==> config.mk <==
export PLATFORM = sky130hd
export DESIGN_NAME = local_bus_grant_handshake
export DESIGN_NICKNAME = d
export VERILOG_FILES = /design/src/pkg/local_bus_grant_pkg.sv /design/src/pin_sync.sv /design/src/local_bus_grant_handshake.sv
export SDC_FILE = /design/constraint.sdc
export NUM_CORES = 1
export LEC_CHECK = 0
export ABC_CLOCK_PERIOD_IN_PS = 1600
export BUFFER_PORTS_ARGS = -buffer_cell sky130_fd_sc_hd__buf_4
export CORE_AREA = 2 2 46 48
export DETAILED_ROUTE_END_ITERATION = 10
export DIE_AREA = 0 0 48 50
export PLACE_DENSITY = 0.72
export SLEW_MARGIN = 20
export SYNTH_ARGS = -nofsm -noshare
export SYNTH_HDL_FRONTEND = slang
export SYNTH_SLANG_ARGS = --single-unit
==> constraint.sdc <==
create_clock -name clk -period 1.6 [get_ports clk]
set_input_delay 0 -clock clk [delete_from_list [all_inputs] [get_ports clk]]
set_output_delay 0 -clock clk [all_outputs]
set_load 0.01 [all_outputs]
==> src/pkg/local_bus_grant_pkg.sv <==
package local_bus_grant_pkg;

    // ****************************************************************
    // pin bundle and synchroniser
    // ****************************************************************
    typedef struct packed
    {
        logic grant_n;
        logic local_req_n;
        logic busy_n;
    } pin_in_t;

    // all three pins reset high in the synchroniser; the busy line idles at its strap resistor level
    localparam pin_in_t PIN_IDLE = '{grant_n: 1'b1, local_req_n: 1'b1, busy_n: 1'b1};
    localparam int      PIN_WIDTH = $bits(pin_in_t);

    // ****************************************************************
    // timing
    // ****************************************************************
    localparam int         CLK_PERIOD_NS = 100;
    // edges after reset release before the synchronised strap is real
    localparam logic [1:0] STRAP_SETTLE  = 2'h2;
    localparam logic [1:0] SETTLE_STEP   = 2'h1;
    localparam logic [1:0] SETTLE_RESET  = 2'h0;

    // ****************************************************************
    // arbiter states
    // ****************************************************************
    typedef enum logic [4:0]
    {
        ST_STRAP = 5'h01,
        ST_IDLE  = 5'h02,
        ST_WAIT  = 5'h04,
        ST_SELF  = 5'h08,
        ST_LOCAL = 5'h10
    } arb_state_t;

endpackage

==> src/pin_sync.sv <==
module pin_sync
    import local_bus_grant_pkg::*;
(
    input  wire logic    clk,
    input  wire logic    arst_n,
    input  wire pin_in_t d,
    output pin_in_t      q
);

    pin_in_t stage1;

    // stage1 feeds only q; nothing else may look at it
    always_ff @(posedge clk or negedge arst_n)
    begin
        if (!arst_n)
        begin
            stage1 <= PIN_IDLE;
            q      <= PIN_IDLE;
        end
        else
        begin
            stage1 <= d;
            q      <= stage1;
        end
    end

endmodule

==> src/local_bus_grant_handshake.sv <==
// Functional notes
// - all local-side logic runs on the clock supplied by the local processor
// - the bus owner drives the ownership line active while it holds the bus
// - in bypass mode the ownership line is never relied upon
// - ownership line sampled at power-up: high enables arbiter, low bypasses
// - on grant, acknowledge own request or, with the arbiter enabled, grant the local requester
// - processor bus request asserted whenever local request is asserted
module local_bus_grant_handshake
    import local_bus_grant_pkg::*;
(
    input  wire logic clk,
    input  wire logic arst_n,
    input  wire logic cpu_grant_in_n,
    input  wire logic local_request_in_n,
    input  wire logic bus_busy_n_in,
    output logic      bus_busy_n_out,
    output logic      bus_busy_n_oe,
    input  wire logic self_request,
    output logic      self_grant,
    output logic      cpu_request_out_n,
    output logic      local_grant_out_n,
    output logic      arbiter_enabled,
    output logic      mode_ready
);

    // ****************************************************************
    // pin synchronisation
    // ****************************************************************
    pin_in_t    pin_raw;
    pin_in_t    pin;
    logic       cpu_grant;
    logic       local_req;
    logic [1:0] settle;
    arb_state_t state;
    arb_state_t next_state;
    logic       serve_self;
    logic       next_serve_self;

    assign pin_raw = '{grant_n: cpu_grant_in_n, local_req_n: local_request_in_n,
                       busy_n: bus_busy_n_in};

    // clk is the processor-supplied local clock
    pin_sync u_pin_sync
    (
        .clk    (clk),
        .arst_n (arst_n),
        .d      (pin_raw),
        .q      (pin)
    );

    assign cpu_grant = !pin.grant_n;
    assign local_req = !pin.local_req_n;

    // bus counts as free when the line is high, or always in bypass
    function automatic logic owner_free(input logic arb_on, input logic busy_n);
        return !arb_on || busy_n;
    endfunction

    // ****************************************************************
    // power-up mode strap
    // ****************************************************************
    always_ff @(posedge clk or negedge arst_n)
    begin
        if (!arst_n)
            settle <= SETTLE_RESET;
        else if (settle != STRAP_SETTLE)
            settle <= settle + SETTLE_STEP;
    end

    // strap taken once, after the synchroniser holds the real pin level
    always_ff @(posedge clk or negedge arst_n)
    begin
        if (!arst_n)
        begin
            arbiter_enabled <= 1'b0;
            mode_ready      <= 1'b0;
        end
        else if (!mode_ready && settle == STRAP_SETTLE)
        begin
            arbiter_enabled <= pin.busy_n;
            mode_ready      <= 1'b1;
        end
    end

    // ****************************************************************
    // arbitration state machine
    // ****************************************************************
    always_comb
    begin
        next_state      = state;
        next_serve_self = serve_self;
        case (state)
            ST_STRAP:
            begin
                if (mode_ready)
                    next_state = ST_IDLE;
            end
            ST_IDLE:
            begin
                // own request first: it is the shorter tenure in practice
                if (self_request)
                begin
                    next_state      = ST_WAIT;
                    next_serve_self = 1'b1;
                end
                else if (local_req)
                begin
                    next_state      = ST_WAIT;
                    next_serve_self = 1'b0;
                end
            end
            ST_WAIT:
            begin
                if (serve_self && !self_request)
                    next_state = ST_IDLE;
                else if (!serve_self && !local_req)
                    next_state = ST_IDLE;
                else if (cpu_grant && owner_free(arbiter_enabled, pin.busy_n))
                    next_state = serve_self ? ST_SELF : ST_LOCAL;
            end
            ST_SELF:
            begin
                if (!self_request)
                    next_state = ST_IDLE;
            end
            ST_LOCAL:
            begin
                // wait for withdrawal and, with the arbiter enabled, release of the busy line
                if (!local_req && owner_free(arbiter_enabled, pin.busy_n))
                    next_state = ST_IDLE;
            end
            default:
            begin
                next_state = ST_IDLE;
            end
        endcase
    end

    always_ff @(posedge clk or negedge arst_n)
    begin
        if (!arst_n)
        begin
            state      <= ST_STRAP;
            serve_self <= 1'b0;
        end
        else
        begin
            state      <= next_state;
            serve_self <= next_serve_self;
        end
    end

    // ****************************************************************
    // registered outputs
    // ****************************************************************
    // request also follows the pin during the strap window
    always_ff @(posedge clk or negedge arst_n)
    begin
        if (!arst_n)
            cpu_request_out_n <= 1'b1;
        else
            cpu_request_out_n <= !(local_req || next_state == ST_WAIT ||
                                   next_state == ST_SELF || next_state == ST_LOCAL);
    end

    // in bypass the processor grant reaches the requester directly
    always_ff @(posedge clk or negedge arst_n)
    begin
        if (!arst_n)
        begin
            self_grant        <= 1'b0;
            local_grant_out_n <= 1'b1;
        end
        else
        begin
            self_grant        <= next_state == ST_SELF;
            local_grant_out_n <= !(next_state == ST_LOCAL && arbiter_enabled);
        end
    end

    // we own the bus only in ST_SELF; in ST_LOCAL the local requester drives it
    always_ff @(posedge clk or negedge arst_n)
    begin
        if (!arst_n)
        begin
            bus_busy_n_oe  <= 1'b0;
            bus_busy_n_out <= 1'b1;
        end
        else
        begin
            bus_busy_n_oe  <= next_state == ST_SELF;
            bus_busy_n_out <= next_state != ST_SELF;
        end
    end
endmodule

==> results.tsv <==
metric	value	unit
outcome	completed	
die_h	50	um
async_flop_share	1.000	
slowest_stage	dfrtp_1	
ys_top_cells_by_count	dfrtp_1 (10), dfstp_2 (10), nor2_1 (6)	
gp_congestion	0.8690	
dp_hpwl	1.253	mm
ys_warn_count	0	
grt_pass1_wl	2.815	mm
min-delay-path-class	input port to register	
finClkSkew	3.487	ps
core-area	1902	um^2
hold_buffers	4	
slew_viol_final	0	
fin_nets	107	
finalCritPeriodShare	0.9069	
numCtsBuffers	3	
syn_nets	90	
grt_pass1_vias	628	
gr-total-overflow	0	
cts_buffer_depth	2	
slew_headroom	0.7003	
synth.avg_cell_area	11.59	um^2
synth_seq_cells	20	
start_util	0.5059	
cap_violations	0	
clk_latency	300	ps
path_max_fanout	13	
cts-htree-levels	1	
drtIter0Drc	11	
cts_setup_buffers	0	
min_period	1451	ps
numClockSinks	20	
synth_area_leaders	dfstp_2 (27%), dfrtp_1 (26%), nor2b_1 (3.3%)	
tns	0	ps
end_kind	register	
crit_required	1820	ps
yosysSeqAreaShare	0.5332	
io_buffers	12	
synth_top_area_cell	dfstp_2	
place_area	1051	um^2
power_leakage	0.4536	nW
power_density	1219	nW/um^2
dieWidth	48	um
startpoint_type	register	
synth_cells	83	
grt_setup_unrepaired	no	
cts-root-buf	clkbuf_4	
drtPass1Iterations	4	
track_usage	0.1719	
worst_ep_arrival_time	1670	ps
via_count	671	
synth_edf_count	0	
r2r_setup_slack	150	ps
antenna_found_initial	0	
ant_nets	0	
num_rows	16	
clkTransAtPathRegs	100	ps
ios	13	
wl_per_cell	13.86	um
cts_resized	0	
path_cells	nor3_4, nand2_2, o31a_1, o221ai_2	
crit_buf_inv	0	
finalHoldViolCount	0	
cp_top_family	flip-flops	
grt_max_degree	21	
vias_per_cell	5.325	
ir_worst_vdd	710.4	uV
setup_violations	0	
slowest_delay	550	ps
syn_area	962.2	um^2
antenna_cells	0	
tritoncts	done	
synthToLayoutAreaGrowth	17.17	%
synth.distinct_cells	39	
wl	1.746	mm
synth_flop_cell	dfstp_2	
fmax	689.2	MHz
stdcell_area	1127	um^2
design.die.area	2400	um^2
worstSetupPathType	register to register	
tightestPinTransition	449.6	ps
drc	0	
synth_top_area_frac	0.2731	
drive_gt1_frac	0.3434	
## metal layers
layer | global-route usage | routed length, um
met2 | 0.2600 | 861
met3 | 0.02198 | 49
met5 | 0 | 0
met1 | 0.2299 | 788
met4 | 0.09459 | 46
## report_power, final
| part | switching, W | internal, W |
|---|---|---|
| registers | 0.000101 | 0.000580 |
| clock network | 0.000145 | 0.000139 |
| logic | 0.000211 | 0.000199 |
## kinds of logic after synthesis
kind of cell	after synthesis	synth area share
muxes	1	0.01170
AOI/OAI and AO/OA	21	0.1651
DFF	20	0.5332
and+or+nand+nor	30	0.2120
buffers and inverters	9	0.05592
adders and majority gates	1	0.01300
xor gates and xnor gates	1	0.009104
## cells in the final DEF (no fill, tap or decap), types with 2 or more instances in the layout
master / n
nor2_1: 6
dfstp_2: 10
a21oi_1: 3
nand2_1: 5
buf_4: 12
dfrtp_1: 10
o21ai_0: 5
nor2b_1: 5
inv_1: 5
o211ai_1: 2
o31ai_1: 2
dlygate4sd3_1: 4
clkbuf_4: 3
## worst reg2reg max path, cell delays in order, from the launching register on
cell	delay [ps]
dfrtp_1	550
nor3_4	330
nand2_2	100
o31a_1	330
o221ai_2	70
## registers in the layout, indices dropped and copies added, names as in the netlist
signal / flops
local_grant_out_n: 1
bus_busy_n_oe: 1
u_pin_sync.stage1: 3
cpu_request_out_n: 1
state: 5
serve_self: 1
u_pin_sync.q: 3
bus_busy_n_out: 1
arbiter_enabled: 1
mode_ready: 1
settle: 2
## through the flow
step,total power (W),instances,setup slack [ps],utilization,hold WS [ps]
global route,0.001464,126,61.59,0.5928,20.56
global placement,0.001073,118,206.3,0.5526,-117.2
CTS,0.001386,126,159.7,0.5928,23.93
floorplan,0.001005,83,392.8,-,-295.6
detailed placement,0.001089,118,186.3,0.5526,-110.0
finish,0.001375,126,149.0,0.5928,27.51
## final cells by class
type,instances,area [um^2]
clock buffer,4,36.28
multi-input combinational,54,395.4
sequential,20,513.0
fill,176,774.5
inverter,5,18.77
timing repair buffer,16,130.1
tap,27,33.78
## worst paths after layout
kind / start / end / cells after the start
hold reg to reg: u_pin_sync.stage1[1] / u_pin_sync.q[1] / 0
hold / removal: self_request / bus_busy_n_oe / 3
setup / recovery: state[1] / state[2] / 4
min in group asynchronous: arst_n / arbiter_enabled / 2
max in group asynchronous: arst_n / state[0] / 2
setup reg to reg: state[1] / state[2] / 4
(Power assumes the default switching activity.)
